File: config.mk
export PLATFORM = sky130hd
export DESIGN_NAME = key_matrix_scanner
export DESIGN_NICKNAME = d
export VERILOG_FILES = /design/src/pkg/key_scan_pkg.sv /design/src/core/key_matrix_scanner.sv
export SDC_FILE = /design/constraint.sdc
export NUM_CORES = 1
export LEC_CHECK = 0
export BUFFER_PORTS_ARGS = -buffer_cell sky130_fd_sc_hd__buf_2
export CAP_MARGIN = 5
export CORE_MARGIN = 2
export CORE_UTILIZATION = 52
export CTS_CLUSTER_SIZE = 12
export DETAILED_ROUTE_END_ITERATION = 8
export GPL_TIMING_DRIVEN = 1
export PLACE_DENSITY = 0.84
export SYNTH_ARGS = -nofsm -noshare
export SYNTH_HDL_FRONTEND = slang
export SYNTH_SLANG_ARGS = --single-unit
export TNS_END_PERCENT = 10
File: constraint.sdc
create_clock -name pclk -period 3.9 [get_ports pclk]
set_clock_uncertainty 0.15 [all_clocks]
set_input_delay 0.195 -clock pclk [delete_from_list [all_inputs] [get_ports pclk]]
set_output_delay 0.195 -clock pclk [all_outputs]
set_load 0.01 [all_outputs]
File: src/pkg/key_scan_pkg.sv
// Contract
// - Twelve low segment outputs double as scan columns
// - Columns driven only in short slot, display undisturbed
// - Four shared sense pins, enabled by fabrication option
// - Halt release by key press or scan cycle
// - Single column selected by low field indices 0-11
// - Bit5 drives no columns, else bit4 drives all
// - Group mode drives eights, fours or pairs
// - Active column high for LED, low for LCD
// - Sense rising edge sets key wake request flag
// - Request set from clear with wake enabled and bit6 low sets start flag, leaves halt
// - Sense states latched at end of scan cycle
// - Flag clear with operand 20h clears request
// - Scan rate is frame rate times duty times two
`default_nettype none
package key_scan_pkg;

    // Register byte offsets
    localparam logic [7:0] OFS_PATTERN  = 8'h00;
    localparam logic [7:0] OFS_CONTROL  = 8'h04;
    localparam logic [7:0] OFS_STATUS   = 8'h08;
    localparam logic [7:0] OFS_CLEAR    = 8'h0C;
    localparam logic [7:0] OFS_SENSE    = 8'h10;

    // Field positions
    localparam int CTL_WAKE_EN  = 0;
    localparam int CTL_LED_MODE = 1;
    localparam int CTL_HALT     = 2;
    localparam int ST_REQUEST   = 0;
    localparam int ST_START     = 1;
    localparam int ST_HALT      = 2;

    // Reset values and operands
    localparam logic [7:0] PATTERN_RST    = 8'h20;
    localparam logic [7:0] CLEAR_KEY_WAKE = 8'h20;

    // Display timing and scan slot
    localparam int CLK_HZ        = 200_000_000;
    localparam int CLK_PERIOD_NS = 5;
    localparam int FRAME_HZ      = 32;
    localparam int DUTY_PHASES   = 5;
    localparam int SCAN_FACTOR   = 2;
    localparam int SCAN_CYCLES   = CLK_HZ / (FRAME_HZ * DUTY_PHASES * SCAN_FACTOR);
    localparam int SLOT_NS       = 80;
    localparam int SLOT_CYCLES   = (SLOT_NS + CLK_PERIOD_NS - 1) / CLK_PERIOD_NS;

    typedef enum logic [0:0] {
        PH_DISPLAY = 1'b0,
        PH_SCAN    = 1'b1
    } phase_t;

    typedef struct packed {
        logic       group_mode_bit;
        logic       halt_source_select;
        logic       off_or_pairs;
        logic       all_or_quads;
        logic [3:0] column_sel;
    } scan_cfg_t;

    typedef struct packed {
        logic [11:0] level;
        logic [11:0] oe_n;
    } pin_drive_t;

endpackage : key_scan_pkg
`default_nettype wire

File: src/core/key_matrix_scanner.sv
`default_nettype none
module key_matrix_scanner #(
    parameter int SCAN_CYCLES = key_scan_pkg::SCAN_CYCLES,
    parameter int SLOT_CYCLES = key_scan_pkg::SLOT_CYCLES,
    parameter bit SENSE_FITTED = 1'b1
) (
    input  wire logic        pclk,
    input  wire logic        presetn,
    input  wire logic        psel,
    input  wire logic        penable,
    input  wire logic        pwrite,
    input  wire logic [7:0]  paddr,
    input  wire logic [31:0] pwdata,
    output logic      [31:0] prdata,
    output logic             pready,
    output logic             pslverr,
    input  wire logic [11:0] display_level,
    input  wire logic [11:0] display_oe_n,
    input  wire logic [3:0]  key_sense_inputs,
    output logic      [11:0] scan_columns,
    output logic      [11:0] scan_columns_oe_n,
    output logic             halt_mode,
    output logic             key_start_condition_flag
);

    localparam int CNT_W = $clog2(SCAN_CYCLES + 1);
    localparam logic [CNT_W-1:0] CNT_LAST = CNT_W'(SCAN_CYCLES - 1);
    localparam logic [CNT_W-1:0] SLOT_START = CNT_W'(SCAN_CYCLES - SLOT_CYCLES);

    // Column drive mask from the pattern word
    function automatic logic [11:0] column_mask(input key_scan_pkg::scan_cfg_t c);
        logic [11:0] m;
        logic [2:0]  pair;
        m    = 12'h000;
        pair = c.column_sel[3:1];
        if (!c.group_mode_bit) begin
            if (c.off_or_pairs) begin
                m = 12'h000;
            end else if (c.all_or_quads) begin
                m = 12'hFFF;
            end else if (c.column_sel < 4'hC) begin
                m = 12'(12'h001 << c.column_sel);
            end
        end else if (!c.off_or_pairs) begin
            m = c.column_sel[3] ? 12'hF00 : 12'h0FF;
        end else if (!c.all_or_quads) begin
            case (c.column_sel[3:2])
                2'h0:    m = 12'h00F;
                2'h1:    m = 12'h0F0;
                2'h2:    m = 12'hF00;
                default: m = 12'h000;
            endcase
        end else if (pair < 3'h6) begin
            m = 12'(12'h003 << {pair, 1'b0});
        end
        return m;
    endfunction : column_mask

    // APB and software-visible state
    logic [31:0] prdata_r;
    logic [31:0] prdata_nxt;
    logic        pready_r;
    logic        pready_nxt;
    logic        pslverr_r;
    logic        pslverr_nxt;
    key_scan_pkg::scan_cfg_t pattern_r;
    key_scan_pkg::scan_cfg_t pattern_nxt;
    logic        wake_en_r;
    logic        wake_en_nxt;
    logic        led_mode_r;
    logic        led_mode_nxt;

    // Scan timing state
    logic [CNT_W-1:0]     cnt_r;
    logic [CNT_W-1:0]     cnt_nxt;
    key_scan_pkg::phase_t phase_r;
    key_scan_pkg::phase_t phase_nxt;

    // Sense and flag state
    logic [3:0] sense_meta_r;
    logic [3:0] sense_s2_r;
    logic [3:0] sense_s3_r;
    logic [3:0] sense_q_r;
    logic [3:0] sense_q_nxt;
    logic [3:0] latch_r;
    logic [3:0] latch_nxt;
    logic       request_r;
    logic       request_nxt;
    logic       start_r;
    logic       start_nxt;
    logic       halt_r;
    logic       halt_nxt;

    // Pin state
    key_scan_pkg::pin_drive_t pins_r;
    key_scan_pkg::pin_drive_t pins_nxt;

    logic        acc_wr;
    logic        scan_end;
    logic        key_rise;
    logic [3:0]  sense_new;

    assign acc_wr = psel && penable && pready_r && pwrite;
    assign scan_end = (cnt_r == CNT_LAST);

    // APB decode; every access completes in one access cycle
    always_comb begin
        prdata_nxt   = 32'h0000_0000;
        pready_nxt   = psel && !penable;
        pslverr_nxt  = 1'b0;
        pattern_nxt  = pattern_r;
        wake_en_nxt  = wake_en_r;
        led_mode_nxt = led_mode_r;
        if (psel && !penable) begin
            case (paddr)
                key_scan_pkg::OFS_PATTERN: begin
                    prdata_nxt[7:0] = pattern_r;
                end
                key_scan_pkg::OFS_CONTROL: begin
                    prdata_nxt[key_scan_pkg::CTL_WAKE_EN]  = wake_en_r;
                    prdata_nxt[key_scan_pkg::CTL_LED_MODE] = led_mode_r;
                    prdata_nxt[key_scan_pkg::CTL_HALT]     = halt_r;
                end
                key_scan_pkg::OFS_STATUS: begin
                    prdata_nxt[key_scan_pkg::ST_REQUEST] = request_r;
                    prdata_nxt[key_scan_pkg::ST_START]   = start_r;
                    prdata_nxt[key_scan_pkg::ST_HALT]    = halt_r;
                end
                key_scan_pkg::OFS_CLEAR: begin
                    prdata_nxt = 32'h0000_0000;
                end
                key_scan_pkg::OFS_SENSE: begin
                    prdata_nxt[3:0] = latch_r;
                end
                default: begin
                    pslverr_nxt = 1'b1;
                end
            endcase
        end
        if (acc_wr) begin
            case (paddr)
                key_scan_pkg::OFS_PATTERN: begin
                    pattern_nxt = pwdata[7:0];
                end
                key_scan_pkg::OFS_CONTROL: begin
                    wake_en_nxt  = pwdata[key_scan_pkg::CTL_WAKE_EN];
                    led_mode_nxt = pwdata[key_scan_pkg::CTL_LED_MODE];
                end
                default: begin
                    pattern_nxt = pattern_r;
                end
            endcase
        end
    end

    always_ff @(posedge pclk or negedge presetn) begin
        if (!presetn) begin
            prdata_r   <= 32'h0000_0000;
            pready_r   <= 1'b0;
            pslverr_r  <= 1'b0;
            pattern_r  <= key_scan_pkg::PATTERN_RST;
            wake_en_r  <= 1'b0;
            led_mode_r <= 1'b0;
        end else begin
            prdata_r   <= prdata_nxt;
            pready_r   <= pready_nxt;
            pslverr_r  <= pslverr_nxt;
            pattern_r  <= pattern_nxt;
            wake_en_r  <= wake_en_nxt;
            led_mode_r <= led_mode_nxt;
        end
    end

    // Scan cycle counter; the slot sits at the end of each period
    always_comb begin
        cnt_nxt   = scan_end ? '0 : cnt_r + CNT_W'(1);
        phase_nxt = phase_r;
        case (phase_r)
            key_scan_pkg::PH_DISPLAY: begin
                if (cnt_nxt == SLOT_START) begin
                    phase_nxt = key_scan_pkg::PH_SCAN;
                end
            end
            key_scan_pkg::PH_SCAN: begin
                if (scan_end) begin
                    phase_nxt = key_scan_pkg::PH_DISPLAY;
                end
            end
            default: begin
                phase_nxt = key_scan_pkg::PH_DISPLAY;
            end
        endcase
    end

    always_ff @(posedge pclk or negedge presetn) begin
        if (!presetn) begin
            cnt_r   <= '0;
            phase_r <= key_scan_pkg::PH_DISPLAY;
        end else begin
            cnt_r   <= cnt_nxt;
            phase_r <= phase_nxt;
        end
    end

    // Three-stage synchroniser; a change counts once stages two and three agree
    always_ff @(posedge pclk or negedge presetn) begin
        if (!presetn) begin
            sense_meta_r <= 4'h0;
            sense_s2_r   <= 4'h0;
            sense_s3_r   <= 4'h0;
        end else begin
            sense_meta_r <= key_sense_inputs;
            sense_s2_r   <= sense_meta_r;
            sense_s3_r   <= sense_s2_r;
        end
    end

    // Rows are only trusted while columns are on the pins
    always_comb begin
        sense_new = sense_q_r;
        for (int i = 0; i < 4; i++) begin
            if (sense_s2_r[i] == sense_s3_r[i]) begin
                sense_new[i] = sense_s3_r[i];
            end
        end
        if (!SENSE_FITTED) begin
            sense_new = 4'h0;
        end
        key_rise = 1'b0;
        if (phase_r == key_scan_pkg::PH_SCAN) begin
            key_rise = |(sense_new & ~sense_q_r);
        end
    end

    // Flags; for request and start a set in the same cycle as a clear wins, for halt the release wins over entry
    always_comb begin
        sense_q_nxt = sense_new;
        latch_nxt   = latch_r;
        request_nxt = request_r;
        start_nxt   = start_r;
        halt_nxt    = halt_r;
        if (phase_r != key_scan_pkg::PH_SCAN) begin
            sense_q_nxt = 4'h0;
        end
        if (phase_r == key_scan_pkg::PH_SCAN && scan_end) begin
            latch_nxt = sense_new;
        end
        if (acc_wr && paddr == key_scan_pkg::OFS_CLEAR
            && (pwdata[7:0] & key_scan_pkg::CLEAR_KEY_WAKE) != 8'h00) begin
            request_nxt = 1'b0;
        end
        if (acc_wr && paddr == key_scan_pkg::OFS_STATUS
            && pwdata[key_scan_pkg::ST_START]) begin
            start_nxt = 1'b0;
        end
        if (acc_wr && paddr == key_scan_pkg::OFS_CONTROL
            && pwdata[key_scan_pkg::CTL_HALT]) begin
            halt_nxt = 1'b1;
        end
        if (key_rise) begin
            request_nxt = 1'b1;
        end
        if (key_rise && !request_r && wake_en_r
            && !pattern_r.halt_source_select) begin
            start_nxt = 1'b1;
            halt_nxt  = 1'b0;
        end
        if (pattern_r.halt_source_select && scan_end) begin
            halt_nxt = 1'b0;
        end
    end

    always_ff @(posedge pclk or negedge presetn) begin
        if (!presetn) begin
            sense_q_r <= 4'h0;
            latch_r   <= 4'h0;
            request_r <= 1'b0;
            start_r   <= 1'b0;
            halt_r    <= 1'b0;
        end else begin
            sense_q_r <= sense_q_nxt;
            latch_r   <= latch_nxt;
            request_r <= request_nxt;
            start_r   <= start_nxt;
            halt_r    <= halt_nxt;
        end
    end

    // Segment pins: display data outside the slot, column pattern inside
    always_comb begin
        logic [11:0] mask;
        mask = column_mask(pattern_nxt);
        pins_nxt.level = display_level;
        pins_nxt.oe_n  = display_oe_n;
        if (phase_nxt == key_scan_pkg::PH_SCAN) begin
            pins_nxt.oe_n = ~mask;
            pins_nxt.level = led_mode_r ? mask : ~mask;
        end
    end

    always_ff @(posedge pclk or negedge presetn) begin
        if (!presetn) begin
            pins_r.level <= 12'h000;
            pins_r.oe_n  <= 12'hFFF;
        end else begin
            pins_r <= pins_nxt;
        end
    end

    // All outputs straight from flip-flops
    assign prdata                   = prdata_r;
    assign pready                   = pready_r;
    assign pslverr                  = pslverr_r;
    assign scan_columns             = pins_r.level;
    assign scan_columns_oe_n        = pins_r.oe_n;
    assign halt_mode                = halt_r;
    assign key_start_condition_flag = start_r;

endmodule : key_matrix_scanner
`default_nettype wire

==> flow_summary.ini, run 1 <==
[synthesis]
syn_inst = 474
synthArstFlopShare_pct = 100
synth.largest_area_cell = dfrtp_1
synth-xor-area-share_pct = 5.33
netlist_top_cells_area = dfrtp_1 (38%), dfstp_2 (6.9%), mux2_4 (5.8%), mux2_2 (4.8%), buf_4 (4.3%)
synth_compound_area_share_pct = 10.3
synth_top_family_by_area = simple AND/OR/NAND/NOR gates
yosysUniqueCellTypes = 59
yosys_warnings = 0
synthFlopType = dfrtp_1
synth_area_sq_um = 4930
synth_edf_count = 0
avgSynthCellArea_sq_um = 10.4
yosys.area.top_type_share_pct = 38.1
yosys.area_share.simple_pct = 17.8
seq_area_frac_synth_pct = 45.0
ys_ff_latch = 88
synth_fa_ha_area_share_pct = 0.863
synthMuxAreaShare_pct = 12.2

[power]
p_leak_nw = 2.68
p_total_mw = 1.74
p_sw_share_pct = 26.3
p_sw_mw = 0.457
peakVddDrop_uv = 241
internal_power_mw = 1.28
pwr-share-comb_pct = 9.4
power_density_nw_per_um2 = 300
clkPwrFrac_pct = 36.1
p_seq_share_pct = 54.5

[floorplan]
row_count = 35
die_h_um = 101
core_sq_um = 9240
fp.dieW_um = 101
start_util_pct = 53.4
die_area_sq_um = 10300
ios = 133

[timing]
maxSlewHeadroom_pct = 28.4
period_share_pct = 86.4
finalSetupViolCount = 0
fmax_ghz = 0.297
hold_viol = 0
worstMarginPinSlew_ns = 1.07
period_needed_ns = 3.37
maxSlewViolCount = 0
rsz0062_at_grt = no
setup_tns_ns = 0

[clock_tree]
post-cts-setup-buffer-count = 0
cts.htree.levels = 3
cts_buffers = 9
cts_tree = yes
clock_path_buffers = 2
cts-root-buf = clkbuf_8
path_clk_slew_ns = 0.09
worst_skew_pair.late_latency_ns = 0.37
cts.sinks = 88

[detailed_routing]
vias = 3955
drc = 0
wire_per_inst_um = 16.0
dr.pass1.iters = 5
vias_per_cell = 5.59
routed_wl_um = 11300
route.antenna.remaining_nets = 0
drt_iter0_drc = 319

[global_routing]
grt_pass1_vias = 3848
antenna_found_initial = 0
grt_max_degree = 89
grt_usage_pct = 22.8
grt_overflow = 0
grt_pass1_wl_um = 18400

[cells_and_area]
layout_common_cells = buf_2 (83), dfrtp_1 (75), nand2_1 (37)
finalNetCount = 647
nFillCells = 708
fin_util_pct = 62.7
drive_above_1_share_pct = 28.5
layout_commonest_cell = buf_2
diodes = 0
syn2layout_area_growth_pct = 17.4
stdcell_area_sq_um = 5790

[setup_path]
crit_type = reg -> reg
cp.required_ns = 4.01
start_kind = flip-flop
r2r_start = cnt_r[0]
crit_arrival_ns = 3.48
crit_start = cnt_r[0]
endpoint_kind = flip-flop
crit_fanout = 25

[status]
status = complete, no violations

[place]
place_area_sq_um = 5260
place_congestion = 0.904
hpwl_um = 7420
portBuffers = 84

[worst_hold_path]
hp-class = in -> reg
hold_start = paddr[5]

[job]
cap_viol_max_count = 0
[sequential cells by signal (all words and copies together) (netlist names)]
register	count
sense_q_r	4
pattern_r	8
prdata	8
pready	1
latch_r	4
request_r	1
sense_s3_r	4
sense_s2_r	4
halt_mode	1
led_mode_r	1
sense_meta_r	4
scan_columns	12
wake_en_r	1
cnt_r	20
scan_columns_oe_n	12
pslverr	1
key_start_condition_flag	1
phase_r	1
[synthesized netlist by cell type, types with 3 or more instances]
master    number
dfrtp_1       75
nand2_1       37
buf_4         28
nor2_1        26
a21oi_1       22
o21ai_0       22
mux2_2        21
xor2_1        20
mux2_4        19
nor3_1        18
clkbuf_1      17
dfstp_2       13
inv_1         11
nand3_1       11
xnor2_1       10
and2_1         9
mux2i_1        8
nand4_1        8
nor4_1         7
a21o_1         6
nor2b_1        6
o311ai_0       6
or3_1          6
nand2b_1       5
a211o_1        4
a31oi_1        4
nor4b_1        4
and3_1         3
buf_2          3
buf_6          3
maj3_1         3
nor3b_1        3
o311ai_1       3
[timing repair]
action,CTS,global route
resized for setup,0,0
endpoints found under the hold margin,107,0
hold buffers,34,0
[metal layers]
layer	global-route usage [%]	vias up	wire (um)
met4	8.11	0	238
met3	6.28	30	910
met2	37.2	198	5470
met5	0	-	0
li1	-	1827	-
met1	29.3	1900	4700
[layout make-up]
| class | count | area [sq um] | share of cell area (%) |
|---|---|---|---|
| clock buffer | 10 | 138 | 2.38 |
| clock inverter | 6 | 56.3 | 0.973 |
| tap | 129 | 161 | 2.79 |
| inverter | 11 | 41.3 | 0.713 |
| multi-input combinational | 342 | 2390 | 41.3 |
| timing repair buffer | 121 | 786 | 13.6 |
| sequential | 88 | 2220 | 38.3 |
[cells by family (layout without fill, tap and decap cells)]
logic type | after synthesis | after routing
other cells | 1 | 24
xor+xnor | 30 | 30
flops | 88 | 88
mux | 48 | 48
buf+inv | 67 | 148
simple gates | 157 | 157
compound gates | 79 | 79
fa+ha+maj | 4 | 4
[metrics by stage]
stage	cells	hold slack [ns]	setup WS, ns
floorplan	497	-0.251	1.10
global placement	657	0.154	0.700
detailed placement	657	0.155	0.578
CTS	707	0.00309	0.557
global route	707	0.0250	0.336
finish	707	0.0216	0.532
[power by group through the flow]
| stage | Clock [mW] | Combinational [mW] | Sequential [mW] |
|---|---|---|---|
| floorplan | 0 | 0.0787 | 0.969 |
| global placement | 0 | 0.132 | 0.962 |
| detailed placement | 0 | 0.136 | 0.963 |
| CTS | 0.637 | 0.162 | 0.946 |
| global route | 0.671 | 0.181 | 0.948 |
| finish | 0.626 | 0.164 | 0.946 |
[critical path: stages (launching register included)]
cell and delay, ns:
dfrtp_1 0.51, ha_1 0.37, nand4_4 0.24, nor3_1 0.47
nand3_1 0.13, a21o_1 0.19, nor4_1 0.27, a21o_1 0.15
buf_4 0.38, mux2_2 0.39
[path summary, 6_finish.rpt]
check,to,slack (ns),cells past startpoint
max,scan_columns[11],0.53,9
min,pslverr,0.02,3
max reg2reg,scan_columns[11],0.53,9
min reg2reg,sense_s2_r[0],0.21,0
max in group asynchronous,cnt_r[10],2.51,2
min in group asynchronous,prdata[7],0.41,2
Power figures use the tool's default switching activity.
==> inputs of run 2 (changes only) <==
--- a/config.mk
+++ b/config.mk
@@ -7,6 +7,7 @@
 export LEC_CHECK = 0
 export BUFFER_PORTS_ARGS = -buffer_cell sky130_fd_sc_hd__buf_2
 export CAP_MARGIN = 5
+export CORE_ASPECT_RATIO = 0.75
 export CORE_MARGIN = 2
 export CORE_UTILIZATION = 52
 export CTS_CLUSTER_SIZE = 12
==> flow_summary.ini, run 2 (synthesis gave the netlist of run 1 again) <==
[status]
status = complete, no violations

[detailed_routing]
vias = 3998
wire_per_inst_um = 17.0
drt_iter0_drc = 285
route.antenna.remaining_nets = 0
dr.pass1.iters = 5
drc = 0
routed_wl_um = 11900
vias_per_cell = 5.70

[power]
peakVddDrop_uv = 265
power_density_nw_per_um2 = 333
p_leak_nw = 2.71

[setup_path]
crit_fanout = 25
crit_start = cnt_r[0]
cp.required_ns = 3.98
r2r_cells = 9
crit_type = reg -> reg
crit_arrival_ns = 3.43
endpoint_kind = flip-flop
r2r_start = cnt_r[0]
start_kind = flip-flop

[cells_and_area]
largest_reg_flops = 20
layout_common_cells = buf_2 (83), dfrtp_1 (75), nand2_1 (37)
diodes = 0
stdcell_area_sq_um = 5850
top_register = cnt_r
finalNetCount = 643
layout_commonest_cell = buf_2
drive_above_1_share_pct = 28.6
fin_cells = 701
syn2layout_area_growth_pct = 18.5

[clock_tree]
cts_buffers = 9
cts-root-buf = clkbuf_16
cts_tree = yes
post-cts-setup-buffer-count = 0
cts_resized = 0
worst_skew_pair.late_latency_ns = 0.34
cts.sinks = 88
path_clk_slew_ns = 0.06
cts.htree.levels = 3
clock_path_buffers = 2

[floorplan]
core_sq_um = 9120
ios = 133
fp.dieW_um = 116
start_util_pct = 54.1
row_count = 30
die_h_um = 88.3
die_area_sq_um = 10300

[global_routing]
grt_pass1_wl_um = 19500
grt_usage_pct = 24.6
grt_max_degree = 89
grt_pass1_vias = 3906
grt_overflow = 0
antenna_found_initial = 0

[timing]
period_share_pct = 85.9
maxSlewViolCount = 0
worstMarginPinSlew_ns = 1.08
finalSetupViolCount = 0
rsz0062_at_grt = no
maxSlewHeadroom_pct = 28.1
setup_ws_ns = 0.549
hold_viol = 0
setup_tns_ns = 0
period_needed_ns = 3.35
fmax_ghz = 0.298

[worst_hold_path]
hold_depth = 3
hold_start = pwdata[5]
hp-class = in -> reg

[place]
place_congestion = 0.898
place_area_sq_um = 5250
portBuffers = 84
dp_cells = 656
pre_cts_slack_ns = 0.592
hpwl_um = 7790

[job]
cap_viol_max_count = 0
==> run 2: cell types whose count changed in the layout (fill, tap and decap cells not counted), sizes merged <==
cell	previous run	this run
clkbuf	10	12
clkinv	0	1
dlygate4sd3	34	30
inv	16	12
==> run 2: worst paths after layout <==
check / slack, ns / endpoint
setup / recovery: 0.55 / scan_columns[11]
hold / removal: 0.03 / pattern_r[5]
setup reg to reg: 0.55 / scan_columns[11]
hold reg to reg: 0.20 / sense_s2_r[3]
max in group asynchronous: 2.46 / cnt_r[5]
min in group asynchronous: 0.41 / pattern_r[3]
==> run 2: through the flow <==
step / util (%) / hold WS, ns / power [mW]
3_5_place_dp: 57.6 / 0.156 / 1.10
2_1_floorplan: - / -0.251 / 1.05
3_3_place_gp: 57.6 / 0.154 / 1.10
6_report: 64.1 / 0.0290 / 1.95
5_1_grt: 64.1 / 0.0211 / 2.01
4_1_cts: 64.1 / 0.0161 / 1.95
==> run 2: final cells by class <==
class / instances / area (sq um)
Sequential cell: 88 / 2220
Timing Repair Buffer: 117 / 746
Clock inverter: 3 / 25.0
Fill cell: 684 / 3280
Inverter: 11 / 41.3
Clock buffer: 12 / 267
Tap cell: 128 / 160
Multi-Input combinational cell: 342 / 2390
==> run 2: power by group <==
group	internal, mW	total, mW	switching (mW)
Clock	0.484	0.837	0.353
Combinational	0.0747	0.163	0.0888
Sequential	0.938	0.947	0.00894
Total	1.50	1.95	0.451
==> run 2: critical path, stage by stage (launching register included) <==
cell     delay [ns]
dfrtp_1        0.49
ha_1           0.37
nand4_4        0.24
nor3_1         0.45
nand3_1        0.16
a21o_1         0.18
nor4_1         0.28
a21o_1         0.15
buf_4          0.37
mux2_2         0.39
==> run 2: timing repair <==
item / in CTS / in global routing
hold endpoints to repair: 104 / 0
hold buffers: 30 / 0
setup endpoints to repair: 0 / 0
==> run 2: metal layers <==
layer  GRT usage [%]  wire (um)  up-vias
li1                -          -     1820
met3            7.19       1100       25
met4            8.01        163        0
met5               0          0        -
met2            38.8       5490      217
met1            33.1       5160     1936
==> inputs of run 3 (changes only) <==
--- a/config.mk
+++ b/config.mk
@@ -10,6 +10,7 @@
 export CORE_ASPECT_RATIO = 0.75
 export CORE_MARGIN = 2
 export CORE_UTILIZATION = 52
+export CTS_BUF_LIST = sky130_fd_sc_hd__clkbuf_16
 export CTS_CLUSTER_SIZE = 12
 export DETAILED_ROUTE_END_ITERATION = 8
 export GPL_TIMING_DRIVEN = 1
==> flow_summary.ini, run 3 (synthesis gave the netlist of run 1 again) <==
[place]
pre_cts_slack_ns = 0.592
place_area_sq_um = 5250
hpwl_um = 7790
place_congestion = 0.898
portBuffers = 84

[timing]
fmax_ghz = 0.301
finalSetupViolCount = 0
maxSlewHeadroom_pct = 29.2
period_needed_ns = 3.33
worstMarginPinSlew_ns = 1.06
holdWs_ns = 0.0301
maxSlewViolCount = 0
period_share_pct = 85.3
setup_tns_ns = 0
hold_viol = 0
rsz0062_at_grt = no
setup_ws_ns = 0.573

[power]
p_seq_share_pct = 50.3
p_sw_share_pct = 23.6
p_total_mw = 1.88
power_density_nw_per_um2 = 323
p_sw_mw = 0.444
peakVddDrop_uv = 265
internal_power_mw = 1.44
clkPwrFrac_pct = 41.0
p_leak_nw = 2.69
pwr-share-comb_pct = 8.6

[cells_and_area]
layout_common_cells = buf_2 (83), dfrtp_1 (75), nand2_1 (37)
largest_reg_flops = 20
diodes = 0
stdcell_area_sq_um = 5820
regArea_sq_um = 2220
syn2layout_area_growth_pct = 17.9
finalNetCount = 643
top_register = cnt_r
nFillCells = 693
drive_above_1_share_pct = 28.1
layout_commonest_cell = buf_2
multiInputGateArea_sq_um = 2390

[clock_tree]
clock_path_buffers = 2
path_clk_slew_ns = 0.06
cts_buffers = 9
cts-root-buf = clkbuf_16
cts.htree.levels = 3
post-cts-setup-buffer-count = 0
worst_skew_pair.late_latency_ns = 0.34
cts.sinks = 88
cts_tree = yes

[setup_path]
crit_type = reg -> reg
crit_arrival_ns = 3.41
start_kind = flip-flop
endpoint_kind = flip-flop
cp.required_ns = 3.98
crit_fanout = 25

[floorplan]
core_sq_um = 9120
row_count = 30
die_area_sq_um = 10300
ios = 133
start_util_pct = 54.1
die_h_um = 88.3
fp.dieW_um = 116

[global_routing]
antenna_found_initial = 0
grt_usage_pct = 23.7
grt_overflow = 0
grt_max_degree = 89
grt_pass1_wl_um = 18800
grt_pass1_vias = 3796

[detailed_routing]
drt_iter0_drc = 330
vias_per_cell = 5.67
wire_per_inst_um = 16.4
routed_wl_um = 11500
dr.pass1.iters = 5
drc = 0
vias = 3972
route.antenna.remaining_nets = 0

[worst_hold_path]
hp-class = in -> reg

[job]
cap_viol_max_count = 0

[status]
status = complete, no violations
[run 3: changes by cell type in the layout (fill, tap and decap cells not counted)]
| cell | change |
|---|---|
| clkbuf_8 | -3 |
| clkinv_1 | +3 |
[run 3: per-stage QoR]
step	cells	util, %
2_1_floorplan	497	-
3_3_place_gp	656	57.6
3_5_place_dp	656	57.6
4_1_cts	701	63.8
5_1_grt	701	63.8
6_report	701	63.8
[run 3: per-layer routing]
layer	global-route usage (%)	vias up	part of all wire (%)
met5	0	-	0
met4	7.14	0	1.8
met3	6.85	23	8.1
met2	36.5	191	46
met1	33.0	1930	44
li1	-	1828	-
[run 3: layout make-up]
| cell class | instances | share of cell area (%) |
|---|---|---|
| clock buffer | 9 | 3.87 |
| clock inverter | 6 | 0.624 |
| inverter | 11 | 0.710 |
| multi-input combinational | 342 | 41.1 |
| sequential | 88 | 38.1 |
| tap | 128 | 2.75 |
| timing repair buffer | 117 | 12.8 |
[run 3: worst paths after layout]
check                                   end  slack, ns             from  cells past startpoint
hold / removal                 pattern_r[5]       0.03        pwdata[5]                      3
min in group asynchronous      pattern_r[3]       0.44          presetn                      2
hold reg to reg               sense_s2_r[3]       0.20  sense_meta_r[3]                      0
max in group asynchronous   scan_columns[5]       2.47          presetn                      2
setup reg to reg           scan_columns[11]       0.57         cnt_r[0]                      9
setup / recovery           scan_columns[11]       0.57         cnt_r[0]                      9
[run 3: worst max-delay path, stage by stage (launching register included)]
cell	delay, ns
dfrtp_1	0.49
ha_1	0.37
nand4_4	0.23
nor4_2	0.34
xor2_1	0.17
nand2b_1	0.10
a2111oi_2	0.42
a21o_1	0.17
buf_4	0.37
mux2_2	0.39
[run 3: power by group through the flow]
stage          sequential [mW]  combinational [mW]  clock (mW)
2_1_floorplan            0.969              0.0787           0
3_3_place_gp             0.962               0.133           0
3_5_place_dp             0.963               0.137           0
4_1_cts                  0.947               0.161       0.781
5_1_grt                  0.949               0.180       0.826
6_report                 0.947               0.163       0.772
[run 3: repair_timing]
item,CTS,global route
hold endpoints to repair,104,0
resized for setup,0,0
hold buffers,30,0
